--- src/include/fsp_pkg.sv ---
// Constants for the flash self-programming controller.
// Assumes one 200 MHz clock and a CPU core that strobes store and load operations.
package fsp_pkg;
    // Control register offset on the register port.
    localparam logic [1:0] CTRL_ADDR = 2'h0;
    // Control register bit positions.
    localparam int SPE_BIT = 0;
    localparam int ERS_BIT = 1;
    localparam int WRT_BIT = 2;
    localparam int LBS_BIT = 3;
    localparam int RRE_BIT = 4;
    localparam int BSY_BIT = 6;
    localparam int IE_BIT = 7;
    // Command patterns compared on bits 5..0 (CMD_MASK); bit 6 is masked off and bit 7 is the interrupt enable and is ignored.
    localparam logic [6:0] CMD_MASK = 7'h3f;
    localparam logic [6:0] CMD_LOAD = 7'h01;
    localparam logic [6:0] CMD_ERASE = 7'h03;
    localparam logic [6:0] CMD_WRITE = 7'h05;
    localparam logic [6:0] CMD_LOCK = 7'h09;
    localparam logic [6:0] CMD_RWWEN = 7'h11;
    // Timed windows in CPU cycles.
    localparam logic [2:0] STORE_WINDOW = 3'h4;
    localparam logic [2:0] LOAD_WINDOW = 3'h3;
    // Address pointer values selecting fuse and lock bytes.
    localparam logic [15:0] Z_FUSE_LOW = 16'h0000;
    localparam logic [15:0] Z_LOCK = 16'h0001;
    localparam logic [15:0] Z_FUSE_HIGH = 16'h0003;
    // Boot lock bits sit in data_low_reg bits 5..2.
    localparam int LOCK_LSB = 2;
    localparam int LOCK_MSB = 5;
    localparam logic [7:0] LOCK_KEEP_MASK = 8'hc3;
    // Page field of the pointer: bits 12..6; word field: bits 5..1.
    localparam int PAGE_LSB = 6;
    localparam int PAGE_MSB = 12;
    localparam int WORD_LSB = 1;
    localparam int WORD_MSB = 5;
    // Programming time and clock period.
    localparam longint PROG_MIN_NS = 3700000;
    localparam longint PROG_MAX_NS = 4500000;
    localparam longint CLK_PERIOD_NS = 5;
    localparam longint PROG_CYCLES = (PROG_MIN_NS + CLK_PERIOD_NS - 1) / CLK_PERIOD_NS;
    typedef enum logic [1:0] {
        FSP_IDLE = 2'b00,
        FSP_ARMED = 2'b01
    } fsp_arm_t;
    typedef enum logic [1:0] {
        FSP_ENG_IDLE = 2'b00,
        FSP_ENG_RUN = 2'b01,
        FSP_ENG_DONE = 2'b11
    } fsp_eng_t;
    typedef enum logic [1:0] {
        FSP_OP_ERASE = 2'h0,
        FSP_OP_WRITE = 2'h1,
        FSP_OP_LOCK = 2'h2
    } fsp_op_t;
endpackage : fsp_pkg

--- src/hdl/fsp_ctrl.sv ---
// Flash self-programming controller: control register, timed command windows,
// fuse and lock readback, erase, write and lock-bit timing.
// Assumes the CPU core strobes store_op_i and load_op_i for one cycle each, and that
// por_resetn_i drops only when the supply is too low to finish a flash operation.
// Notes on behaviour
// [RULE_01] Erase or write blocks read-while-write section reads.
// [RULE_02] Busy flag stays set while section blocked.
// [RULE_03] Read-enable command clears busy, unblocks section.
// [RULE_04] Software moves vectors or disables interrupts.
// [RULE_05] Lock pattern plus store within four cycles.
// [RULE_06] Lock data from data_low bits 5..2.
// [RULE_07] Pointer ignored for lock programming; recommended 0x0001.
// [RULE_08] Lock programming leaves whole flash readable.
// [RULE_09] EEPROM write refuses programming and fuse reads.
// [RULE_10] Software checks EEPROM busy before writing.
// [RULE_11] Lock read: pointer 0x0001, load within three.
// [RULE_12] Auto-clear on read, load or store timeout.
// [RULE_13] Unarmed load reads program flash normally.
// [RULE_14] Pointer 0x0000 load returns fuse low byte.
// [RULE_15] Pointer 0x0003 load returns fuse high byte.
// [RULE_16] Programmed bits read zero, unprogrammed read one.
// [RULE_17] Reset during write lets write complete.
// [RULE_18] Each flash operation lasts 3.7 to 4.5 ms.
// [RULE_19] Only boot lock bits writable by self-programming.
// [RULE_20] Erase pattern plus store; page from pointer.
// [RULE_21] Write pattern plus store; other bits zero.
// [RULE_22] Buffer load pattern plus store; data registers.
// [RULE_23] Interrupt requested while enable bit is clear.
// [RULE_24] Window counted from control write; expiry discards.
// [RULE_25] Enable set on command, cleared at finish.
//
// Our own choices: the address-and-strobe port and the address map.
`timescale 1ns/1ps
module fsp_ctrl #(
    parameter int PROG_CYCLES = int'(fsp_pkg::PROG_CYCLES)
) (
    input wire logic clk_i,
    input wire logic resetn_i,
    input wire logic por_resetn_i,
    input wire logic [1:0] reg_addr_i,
    input wire logic [7:0] reg_wdata_i,
    input wire logic reg_wr_i,
    input wire logic reg_rd_i,
    output logic [7:0] reg_rdata_o,
    input wire logic store_op_i,
    input wire logic load_op_i,
    input wire logic [15:0] addr_ptr_i,
    input wire logic [7:0] data_low_i,
    input wire logic [7:0] data_high_i,
    input wire logic eeprom_write_busy_i,
    input wire logic [7:0] fuse_low_byte_i,
    input wire logic [7:0] fuse_high_byte_i,
    input wire logic [7:0] lock_byte_i,
    output logic [7:0] load_data_o,
    output logic load_special_o,
    output logic rww_read_block_o,
    output logic buf_load_o,
    output logic [4:0] buf_word_o,
    output logic [15:0] buf_data_o,
    output logic buf_clear_o,
    output logic page_erase_o,
    output logic page_write_o,
    output logic [6:0] page_addr_o,
    output logic lock_write_o,
    output logic [7:0] lock_wdata_o,
    output logic spm_irq_o
);
    localparam int CW = $clog2(PROG_CYCLES + 1);

    fsp_pkg::fsp_arm_t arm_r, arm_nxt;
    fsp_pkg::fsp_eng_t eng_r, eng_nxt;
    fsp_pkg::fsp_op_t op_r;
    logic [6:0] cmd_r;
    logic ie_r;
    logic [2:0] win_r;
    logic [CW-1:0] cnt_r;
    logic rww_busy_r;
    logic [7:0] lock_data_r;
    logic [7:0] rdata_nxt;

    // Decode of the armed command and the events of the timed window.
    wire ctrl_sel = (reg_addr_i == fsp_pkg::CTRL_ADDR);
    wire eng_busy = (eng_r != fsp_pkg::FSP_ENG_IDLE);
    wire ctrl_wr = reg_wr_i && ctrl_sel && !eng_busy;
    wire armed = (arm_r == fsp_pkg::FSP_ARMED);
    wire [6:0] cmd_bits = cmd_r & fsp_pkg::CMD_MASK;
    // [RULE_09] EEPROM write blocks
    wire store_ok = armed && (win_r < fsp_pkg::STORE_WINDOW) && store_op_i && !eeprom_write_busy_i;
    // [RULE_11] lock read window
    wire load_ok = armed && (win_r < fsp_pkg::LOAD_WINDOW) && load_op_i && !eeprom_write_busy_i
                   && (cmd_bits == fsp_pkg::CMD_LOCK);
    wire do_load = store_ok && (cmd_bits == fsp_pkg::CMD_LOAD);
    wire do_erase = store_ok && (cmd_bits == fsp_pkg::CMD_ERASE);
    wire do_write = store_ok && (cmd_bits == fsp_pkg::CMD_WRITE);
    wire do_lock = store_ok && (cmd_bits == fsp_pkg::CMD_LOCK);
    wire do_rwwen = store_ok && (cmd_bits == fsp_pkg::CMD_RWWEN);
    wire do_timed = do_erase || do_write || do_lock;
    // [RULE_24] window expiry
    wire expire = armed && (win_r == fsp_pkg::STORE_WINDOW - 3'h1) && !store_ok;
    wire eng_done = (eng_r == fsp_pkg::FSP_ENG_DONE);

    // Value returned for a special load; fuse and lock inputs already read zero when programmed.
    // [RULE_16] programmed reads zero
    wire [7:0] special_val = (addr_ptr_i == fsp_pkg::Z_FUSE_LOW) ? fuse_low_byte_i :
                             (addr_ptr_i == fsp_pkg::Z_FUSE_HIGH) ? fuse_high_byte_i :
                             (addr_ptr_i == fsp_pkg::Z_LOCK) ? lock_byte_i : 8'hff;

    // [RULE_06] boot lock field
    // [RULE_19] keep other lock bits
    wire [7:0] lock_new = lock_byte_i & (data_low_i | fsp_pkg::LOCK_KEEP_MASK);

    // [RULE_12] auto-clear cases
    always_comb begin
        arm_nxt = arm_r;
        if (ctrl_wr && reg_wdata_i[fsp_pkg::SPE_BIT]) begin
            arm_nxt = fsp_pkg::FSP_ARMED;
        end else if (store_ok || load_ok || expire) begin
            arm_nxt = fsp_pkg::FSP_IDLE;
        end
    end

    always_comb begin
        eng_nxt = eng_r;
        case (eng_r)
            fsp_pkg::FSP_ENG_IDLE: begin
                if (do_timed) begin
                    eng_nxt = fsp_pkg::FSP_ENG_RUN;
                end
            end
            fsp_pkg::FSP_ENG_RUN: begin
                if (cnt_r == CW'(PROG_CYCLES - 1)) begin
                    eng_nxt = fsp_pkg::FSP_ENG_DONE;
                end
            end
            default: begin
                eng_nxt = fsp_pkg::FSP_ENG_IDLE;
            end
        endcase
    end

    // Control state on the system reset: an armed command is dropped, while a running operation carries on in the engine.
    always_ff @(posedge clk_i or negedge resetn_i) begin
        if (!resetn_i) begin
            arm_r <= fsp_pkg::FSP_IDLE;
            cmd_r <= 7'h00;
            ie_r <= 1'b0;
            win_r <= 3'h0;
        end else begin
            arm_r <= arm_nxt;
            // [RULE_24] count from write
            win_r <= ctrl_wr ? 3'h0 : (armed ? win_r + 3'h1 : 3'h0);
            if (ctrl_wr) begin
                cmd_r <= reg_wdata_i[6:0];
                ie_r <= reg_wdata_i[fsp_pkg::IE_BIT];
            end else if (arm_nxt == fsp_pkg::FSP_IDLE && !(do_timed || eng_busy)) begin
                cmd_r <= 7'h00;
            end else if (eng_done) begin
                cmd_r <= 7'h00;
            end
        end
    end

    // The engine runs on the power-on reset only, so a system reset never cuts an operation short.
    // [RULE_17] survive system reset
    always_ff @(posedge clk_i or negedge por_resetn_i) begin
        if (!por_resetn_i) begin
            eng_r <= fsp_pkg::FSP_ENG_IDLE;
            op_r <= fsp_pkg::FSP_OP_ERASE;
            cnt_r <= '0;
            rww_busy_r <= 1'b0;
            lock_data_r <= 8'hff;
        end else begin
            eng_r <= eng_nxt;
            // [RULE_18] timed programming
            cnt_r <= (eng_r == fsp_pkg::FSP_ENG_RUN) ? cnt_r + CW'(1) : '0;
            if (do_timed) begin
                op_r <= do_erase ? fsp_pkg::FSP_OP_ERASE : (do_write ? fsp_pkg::FSP_OP_WRITE : fsp_pkg::FSP_OP_LOCK);
                lock_data_r <= lock_new;
            end
            // [RULE_02] busy flag held
            // [RULE_08] lock keeps flash readable
            if (do_erase || do_write) begin
                rww_busy_r <= 1'b1;
            // [RULE_03] re-enable clears busy
            end else if (do_rwwen) begin
                rww_busy_r <= 1'b0;
            end
        end
    end

    // [RULE_25] enable bit reflects activity
    wire spe_now = armed || eng_busy;
    always_comb begin
        rdata_nxt = 8'h00;
        if (reg_rd_i && ctrl_sel) begin
            rdata_nxt = {ie_r, rww_busy_r, 1'b0, cmd_r[fsp_pkg::RRE_BIT:fsp_pkg::ERS_BIT], spe_now};
        end
    end

    always_ff @(posedge clk_i or negedge resetn_i) begin
        if (!resetn_i) begin
            reg_rdata_o <= 8'h00;
            load_data_o <= 8'h00;
            load_special_o <= 1'b0;
            buf_load_o <= 1'b0;
            buf_word_o <= 5'h00;
            buf_data_o <= 16'h0000;
            buf_clear_o <= 1'b0;
            page_erase_o <= 1'b0;
            page_write_o <= 1'b0;
            page_addr_o <= 7'h00;
            spm_irq_o <= 1'b0;
        end else begin
            reg_rdata_o <= rdata_nxt;
            // [RULE_13] normal load otherwise
            // [RULE_14] fuse low readback
            // [RULE_15] fuse high readback
            load_special_o <= load_ok;
            load_data_o <= load_ok ? special_val : 8'h00;
            // [RULE_22] buffer word load
            buf_load_o <= do_load;
            if (do_load) begin
                buf_word_o <= addr_ptr_i[fsp_pkg::WORD_MSB:fsp_pkg::WORD_LSB];
                buf_data_o <= {data_high_i, data_low_i};
            end
            buf_clear_o <= do_rwwen;
            // [RULE_20] page erase start
            // [RULE_21] page write start
            page_erase_o <= do_erase;
            page_write_o <= do_write;
            if (do_erase || do_write) begin
                page_addr_o <= addr_ptr_i[fsp_pkg::PAGE_MSB:fsp_pkg::PAGE_LSB];
            end
            // [RULE_23] interrupt while idle
            spm_irq_o <= ie_r && !spe_now;
        end
    end

    // Lock write and the section block live with the engine so they outlast a system reset.
    always_ff @(posedge clk_i or negedge por_resetn_i) begin
        if (!por_resetn_i) begin
            lock_write_o <= 1'b0;
            lock_wdata_o <= 8'hff;
            rww_read_block_o <= 1'b0;
        end else begin
            // [RULE_05] lock programming commit
            lock_write_o <= (eng_nxt == fsp_pkg::FSP_ENG_DONE) && (eng_r == fsp_pkg::FSP_ENG_RUN)
                            && (op_r == fsp_pkg::FSP_OP_LOCK);
            lock_wdata_o <= lock_data_r;
            // [RULE_01] block section reads
            rww_read_block_o <= rww_busy_r || do_erase || do_write;
        end
    end

    // [RULE_01] block follows busy
    AST_BLOCK_WHILE_BUSY: assert property (@(posedge clk_i) disable iff (!por_resetn_i) // [RULE_01]
        rww_busy_r |=> rww_read_block_o) else $error("section not blocked while busy");
    // [RULE_02] busy flag held
    AST_BUSY_SET: assert property (@(posedge clk_i) disable iff (!por_resetn_i) // [RULE_02]
        (do_erase || do_write) |=> rww_busy_r [*2]) else $error("busy flag not held");
    // [RULE_03] re-enable unblocks section
    AST_RWWEN_CLEAR: assert property (@(posedge clk_i) disable iff (!por_resetn_i) // [RULE_03]
        do_rwwen |=> !rww_busy_r ##1 !rww_read_block_o) else $error("re-enable did not unblock");
    // [RULE_05] four-cycle store window
    AST_STORE_WINDOW: assert property (@(posedge clk_i) disable iff (!resetn_i) // [RULE_05]
        ctrl_wr && reg_wdata_i[fsp_pkg::SPE_BIT] ##1 (!store_op_i && !load_op_i && !ctrl_wr) [*4]
        |-> armed ##1 !armed) else $error("store window length wrong");
    // [RULE_19] other lock bits kept
    AST_LOCK_MASK: assert property (@(posedge clk_i) disable iff (!por_resetn_i) // [RULE_19]
        lock_write_o |-> ((lock_wdata_o & fsp_pkg::LOCK_KEEP_MASK) == (lock_byte_i & fsp_pkg::LOCK_KEEP_MASK)))
        else $error("non-boot lock bits changed");
    // [RULE_08] lock keeps flash readable
    AST_LOCK_NO_BLOCK: assert property (@(posedge clk_i) disable iff (!por_resetn_i) // [RULE_08]
        do_lock && !rww_busy_r |=> !rww_busy_r ##1 !rww_read_block_o) else $error("lock write blocked");
    // [RULE_09] EEPROM write refuses
    AST_EEPROM_REFUSE: assert property (@(posedge clk_i) disable iff (!resetn_i) // [RULE_09]
        eeprom_write_busy_i |-> !store_ok && !load_ok) else $error("operation during EEPROM write");
    // [RULE_15] fuse high readback
    AST_LOAD_RETURN: assert property (@(posedge clk_i) disable iff (!resetn_i) // [RULE_15]
        load_ok && addr_ptr_i == fsp_pkg::Z_FUSE_HIGH |=> load_special_o && load_data_o == $past(fuse_high_byte_i))
        else $error("fuse high not returned");
    // [RULE_14] fuse low readback
    AST_LOAD_FUSE_LOW: assert property (@(posedge clk_i) disable iff (!resetn_i) // [RULE_14]
        load_ok && addr_ptr_i == fsp_pkg::Z_FUSE_LOW |=> load_special_o && load_data_o == $past(fuse_low_byte_i))
        else $error("fuse low not returned");
    // [RULE_11] lock byte readback
    AST_LOAD_LOCK: assert property (@(posedge clk_i) disable iff (!resetn_i) // [RULE_11]
        load_ok && addr_ptr_i == fsp_pkg::Z_LOCK |=> load_special_o && load_data_o == $past(lock_byte_i))
        else $error("lock byte not returned");
    // [RULE_13] unarmed load normal
    AST_LOAD_NORMAL: assert property (@(posedge clk_i) disable iff (!resetn_i) // [RULE_13]
        load_op_i && !armed |=> !load_special_o) else $error("unarmed load was special");
    // [RULE_12] read clears command
    AST_AUTO_CLEAR: assert property (@(posedge clk_i) disable iff (!resetn_i) // [RULE_12]
        load_ok |=> !armed) else $error("lock read did not clear");
    // [RULE_12] expiry clears command
    AST_EXPIRE_CLEAR: assert property (@(posedge clk_i) disable iff (!resetn_i) // [RULE_12]
        expire && !ctrl_wr |=> !armed && cmd_r == '0) else $error("expired command kept");
    // [RULE_24] window starts at write
    AST_WINDOW_START: assert property (@(posedge clk_i) disable iff (!resetn_i) // [RULE_24]
        ctrl_wr && reg_wdata_i[fsp_pkg::SPE_BIT] |=> armed && win_r == '0) else $error("window did not start");
    // [RULE_25] enable clears at finish
    AST_ENABLE_DONE: assert property (@(posedge clk_i) disable iff (!resetn_i) // [RULE_25]
        eng_done |=> !spe_now) else $error("enable still set after finish");
    // [RULE_18] programming time counted
    AST_PROG_TIME: assert property (@(posedge clk_i) disable iff (!por_resetn_i) // [RULE_18]
        eng_done |-> $past(cnt_r) == CW'(PROG_CYCLES - 1)) else $error("programming time wrong");
    // [RULE_23] interrupt while idle
    AST_IRQ: assert property (@(posedge clk_i) disable iff (!resetn_i) // [RULE_23]
        ie_r && !spe_now |=> spm_irq_o) else $error("interrupt not requested");
endmodule : fsp_ctrl

--- config.mk ---
export PLATFORM = sky130hd
export DESIGN_NAME = fsp_ctrl
export DESIGN_NICKNAME = d
export VERILOG_FILES = /design/src/include/fsp_pkg.sv /design/src/hdl/fsp_ctrl.sv
export SDC_FILE = /design/constraint.sdc
export NUM_CORES = 1
export LEC_CHECK = 0
export BUFFER_PORTS_ARGS = -buffer_cell sky130_fd_sc_hd__clkbuf_2
export CORE_MARGIN = 1.5
export CORE_UTILIZATION = 50
export CTS_CLUSTER_SIZE = 16
export DETAILED_ROUTE_END_ITERATION = 10
export HOLD_SLACK_MARGIN = 0.05
export PLACE_DENSITY = 0.88
export RECOVER_POWER = 50
export REMOVE_ABC_BUFFERS = 1
export SLEW_MARGIN = 20
export SYNTH_ARGS = -nofsm -noshare
export SYNTH_HDL_FRONTEND = slang
export SYNTH_SLANG_ARGS = --single-unit
--- constraint.sdc ---
create_clock -name clk_i -period 4.4 [get_ports clk_i]
set_input_delay 0.66 -clock clk_i [delete_from_list [all_inputs] [get_ports clk_i]]
set_output_delay 0.66 -clock clk_i [all_outputs]
set_load 0.005 [all_outputs]
==> results of run 1 <==
==> area by class of cell <==
| class | count | area share, % |
|---|---|---|
| sequential | 104 | 49.5 |
| clock inverter | 7 | 1.13 |
| timing repair buffer | 132 | 12.5 |
| clock buffer | 9 | 2.34 |
| multi-input combinational | 231 | 31.5 |
| inverter | 7 | 0.496 |
| tap | 108 | 2.55 |
==> cell usage after synthesis, types with 2 or more instances <==
cell type	n	area (um2)
dfstp_2	16	420
nand2_1	22	82.6
inv_1	7	26.3
clkbuf_1	8	30.0
nand3_1	10	50.1
nor4b_1	2	17.5
mux2_2	12	135
xor2_1	12	105
nor4_1	5	31.3
o21ai_0	4	20.0
nor3_1	12	60.1
mux2_4	20	300
ha_1	3	37.5
a21oi_1	11	55.1
nor2_1	47	176
and4_1	2	17.5
a22o_1	6	52.6
and3_1	15	93.8
buf_2	3	15.0
dfrtp_1	88	2200
xnor2_1	8	70.1
mux2i_1	8	80.1
buf_6	3	33.8
nand4_1	6	37.5
==> metrics by stage <==
stage	instance area (um2)	setup slack (ns)	util, %	std cells
CTS	5320	2.00	61.6	598
finish	5300	1.96	61.3	598
floorplan	4340	2.50	-	342
detailed placement	5130	1.96	59.4	582
global route	5300	1.69	61.3	598
global placement	5130	2.02	59.4	582
==> cells by family after synthesis <==
| group | Yosys count |
|---|---|
| flip-flops | 104 |
| XOR/XNOR | 20 |
| AND/OR/NAND/NOR | 137 |
| multiplexers | 40 |
| other | 1 |
| adder cells (fa/ha/maj) | 3 |
| AO/OA/AOI/OAI | 30 |
| buffers and inverters | 22 |
==> flip-flops by register name (all words and copies together), names as in the netlist, 2 cells and up <==
signal,count
arm_r,2
buf_data_o,16
buf_word_o,5
cmd_r,6
cnt_r,20
eng_r,2
load_data_o,8
lock_data_r,8
lock_wdata_o,8
op_r,2
page_addr_o,7
reg_rdata_o,7
win_r,3
==> critical path: stages (launching register included) <==
cell     delay [ns]
dfrtp_1        0.60
nor4b_1        0.41
nand4_1        0.58
nand3_1        0.35
a31oi_4        0.16
a22o_1         0.23
==> power groups by stage <==
stage / clock, uW / sequential [uW] / combinational, uW
floorplan: 0 / 975 / 13.8
global placement: 0 / 975 / 74.5
detailed placement: 0 / 974 / 77.5
CTS: 580 / 956 / 78.4
global route: 613 / 957 / 86.3
finish: 566 / 956 / 76.9
==> per-layer routing <==
metal,vias up,share of wire (%),global-route usage [%]
li1,1489,-,-
met1,1568,41,27.4
met2,108,51,37.5
met3,19,5.7,5.78
met4,0,2.4,8.36
met5,-,0,0
==> worst max-delay path by stage <==
stage	end	slack (ns)	cells past startpoint
detailed placement	cmd_r[0]	1.96	6
floorplan	page_addr_o[0]	2.50	5
global placement	cmd_r[0]	2.02	6
finish	cmd_r[0]	1.96	5
CTS	cmd_r[0]	2.00	5
global route	cnt_r[13]	1.69	1
==> impl_metrics.ini, run 1 <==
[synth]
synth.distinct_cells = 51
ys_seq_area_share_pct = 59.3
yosysWarningCount = 0
synthAdderAreaFrac_pct = 0.849
synth-xor-area-share_pct = 3.96
synth-compound-area-share_pct = 5.04
synthesis.area_um2 = 4420
ys.flop_type = dfrtp_1
synth-simple-area-share_pct = 16.6
synth_seq_cells = 104
synth_top_family_by_area = simple AND/OR/NAND/NOR gates
syn_inst = 357
syn_area_per_cell_um2 = 12.4
ys_async_sr_fraction_pct = 100
synth_mux_area_share_pct = 11.7
synth_edf_count = 0

[setup_path]
end_kind = register
reg2reg_depth = 5
cp-startpoint = cmd_r[3]
worst_ep_required_time_ns = 4.67
arrival_ns = 2.71
r2r-start = cmd_r[3]
worstSetupStartpointType = register
r2r_end = cmd_r[0]
r2r_slack_ns = 1.96
cp_max_fo = 11
critPathKind = reg -> reg

[clock_tree]
cts_tree = built
clk_pin_slew_ns = 0.11
numCtsBuffers = 9
cts.repair.resized = 0
clock_path_buffers = 2
clk_latency_ns = 0.38
htreeDepth = 3
holdBufCountCts = 0
clock-sinks = 104
cts_setup_buffers = 0
cts-root-buf = clkbuf_8

[timing]
setup_tns_ns = 0
min_period_ns = 2.44
fmax_mhz = 410
post-route-period-util_pct = 55.5
tightestPinTransition_ns = 2.24
final_max_slew_viol_count = 44
hold_viol_final = 0
setup_viol = 0
rsz0062_at_grt = no
relSlewSlack_pct = -49.6
hold_ws_ns = 0.359
finalClockSkew_ns = 0.0155

[status]
violations = capacitance limit, slew limit
status = finished, violations left

[final_layout]
drive_gt1_share_pct = 41.2
seq_area_um2 = 2620
final_nets = 562
multiInputGateArea_um2 = 1670
n_antenna_cell = 0
n_fill_cell = 672
syn_to_final_growth_pct = 19.8
final_cell_mix = clkbuf_2, dfrtp_1, nor2_1
final_common_cell = clkbuf_2

[min_path]
worstHoldPathCells = 0
hold_path_end = lock_wdata_o[1]
min_from = lock_data_r[1]
min_path_type = reg -> reg

[power_and_ir_drop]
combPwrFrac_pct = 4.8
ir_drop_mv = 0.172
leakagePower_uw = 0.00288
p_per_area_nw_per_um2 = 302
swShare_pct = 24.6
netSwitchingPower_uw = 393
power.total_uw = 1600
seq_power_share_pct = 59.8
p_int_uw = 1210
p_clk_share_pct = 35.4

[grt]
antenna_found_initial = 0
gr-usage-all-layers_pct = 22.2
overflow = 0
first_global_vias = 3305
grt_max_degree = 62
grt_pass1_wl_um = 16500

[drt]
dr.pass1.iters = 4
dr_total_vias = 3184
vias_per_cell = 5.32
wl_per_cell_um = 16.3
drt-total-wl_um = 9760
drc = 0
drtIter0Drc = 166
ant_nets = 0

[place]
dpl.hpwl_um = 7200
gp_congestion = 0.880
io_buffer_count = 131

[flow_run]
cap_violations = 1

[die]
start_util_pct = 51.2
core_area_um2 = 8640
die_h_um = 97.0
rows = 34
ios = 134
die_w_um = 97.0
dieArea_um2 = 9420
(Power assumes the default switching activity.)
==> run 2, diff against run 1 <==
clock period = 2.36 ns   (was 4.4 ns; I/O delays follow)
==> impl_metrics.ini, run 2 (synthesis results as in run 1) <==
[power_and_ir_drop]
leakagePower_uw = 0.00289
ir_drop_mv = 0.297
p_per_area_nw_per_um2 = 566

[die]
die_w_um = 97.0
dieArea_um2 = 9420
die_h_um = 97.0
rows = 34
core_area_um2 = 8640
start_util_pct = 51.2
ios = 134

[grt]
gr-usage-all-layers_pct = 21.4
grt_pass1_wl_um = 16000
first_global_vias = 3279
overflow = 0
antenna_found_initial = 0
grt_max_degree = 38

[final_layout]
top_register = cnt_r
largest_register_ffs = 20
drive_gt1_share_pct = 38.4
final_cell_mix = clkbuf_2, dfrtp_1, nor2_1
reg_top3 = cnt_r (20), buf_data_o (16)
n_antenna_cell = 0
syn_to_final_growth_pct = 21.2
final_common_cell = clkbuf_2
final_nets = 567

[clock_tree]
clock_path_buffers = 2
cts_tree = built
clock-sinks = 104
clk_pin_slew_ns = 0.10
clk_latency_ns = 0.36
htreeDepth = 3
numCtsBuffers = 9
cts-root-buf = clkbuf_8

[timing]
relSlewSlack_pct = -14.1
setup_tns_ns = 0
rsz0062_at_grt = no
tightestPinTransition_ns = 1.71
setup_ws_ns = 0.398
fmax_mhz = 510
post-route-period-util_pct = 83.1
setup_viol = 0
hold_viol_final = 0
final_max_slew_viol_count = 34
min_period_ns = 1.96
finalClockSkew_ns = 0.0111

[setup_path]
end_kind = register
worstSetupStartpointType = register
arrival_ns = 2.21
worst_ep_required_time_ns = 2.61
critPathKind = reg -> reg
cp_max_fo = 10

[drt]
drtIter0Drc = 205
dr.pass1.iters = 4
drt-total-wl_um = 9600
wl_per_cell_um = 15.9
vias_per_cell = 5.33
dr_total_vias = 3216
drc = 0
ant_nets = 0

[min_path]
min_path_type = in -> reg

[status]
violations = capacitance limit, slew limit
status = finished, violations left

[place]
place_ws_ns = 0.420
dpl.hpwl_um = 7120
gp_congestion = 0.821
io_buffer_count = 131

[flow_run]
cap_violations = 1
==> run 2: cell types whose count changed in the layout (fill, tap and decap cells not counted), moves of 2 or more <==
cell	delta
clkbuf_1	+17
clkbuf_2	-14
dfstp_1	+2
dfstp_2	-2
inv_6	-2
==> run 2: area by class of cell <==
cell class / instances / area [um2]
fillers: 653 / 3280
clock buffers: 10 / 138
inverters: 7 / 26.3
multi-input cells: 231 / 1690
clock inverters: 6 / 65.1
well taps: 108 / 135
repair buffers: 137 / 686
flip-flops and latches: 104 / 2620
==> run 2: path summary, 6_finish.rpt <==
path,depth (start not counted),end,start,slack [ns]
worst max register to register,5,page_addr_o[4],arm_r[1],0.40
worst min register to register,0,lock_wdata_o[7],lock_data_r[7],0.37
worst max-delay path,5,page_addr_o[4],arm_r[1],0.40
max in group asynchronous,3,load_data_o[1],resetn_i,0.71
min in group asynchronous,1,cnt_r[15],por_resetn_i,0.43
worst min-delay path,3,lock_data_r[3],data_low_i[3],0.20
==> run 2: critical path, cell delays in order, from the launching register on <==
cell	delay, ns
dfrtp_1	0.47
nor2b_4	0.19
and3_2	0.25
nand3b_4	0.11
nor3_4	0.44
mux2_2	0.40
==> run 2: per-layer routing <==
| metal | vias to the layer above | GRT usage, % | share of wire (%) |
|---|---|---|---|
| met5 | - | 0 | 0 |
| met1 | 1600 | 27.0 | 42 |
| met2 | 102 | 36.1 | 52 |
| met3 | 16 | 4.91 | 5.3 |
| li1 | 1498 | - | - |
| met4 | 0 | 7.36 | 1.5 |
==> run 2: timing repair <==
item                                   4_1_cts  5_1_grt
endpoints found under the hold margin       24        0
gates resized for setup                      0        0
buffers inserted                             0        0
hold buffers                                 1        0
==> run 2: per-stage QoR <==
step	utilization (%)	instance area [um2]	power [uW]	instances	hold slack, ns
after floorplan	-	4340	1840	342	0.0584
after global placement	59.9	5180	1960	586	0.354
after detailed placement	59.9	5180	1970	586	0.355
after CTS	62.4	5390	3070	603	0.0699
after global routing	62.1	5360	3160	603	0.200
final	62.1	5360	3030	603	0.200
==> run 2: power breakdown <==
group          total [uW]  switching, uW  internal, uW
logic                 145           82.2          63.1
clock network        1110            582           523
registers            1780          0.133          1780
total                3030            664          2370
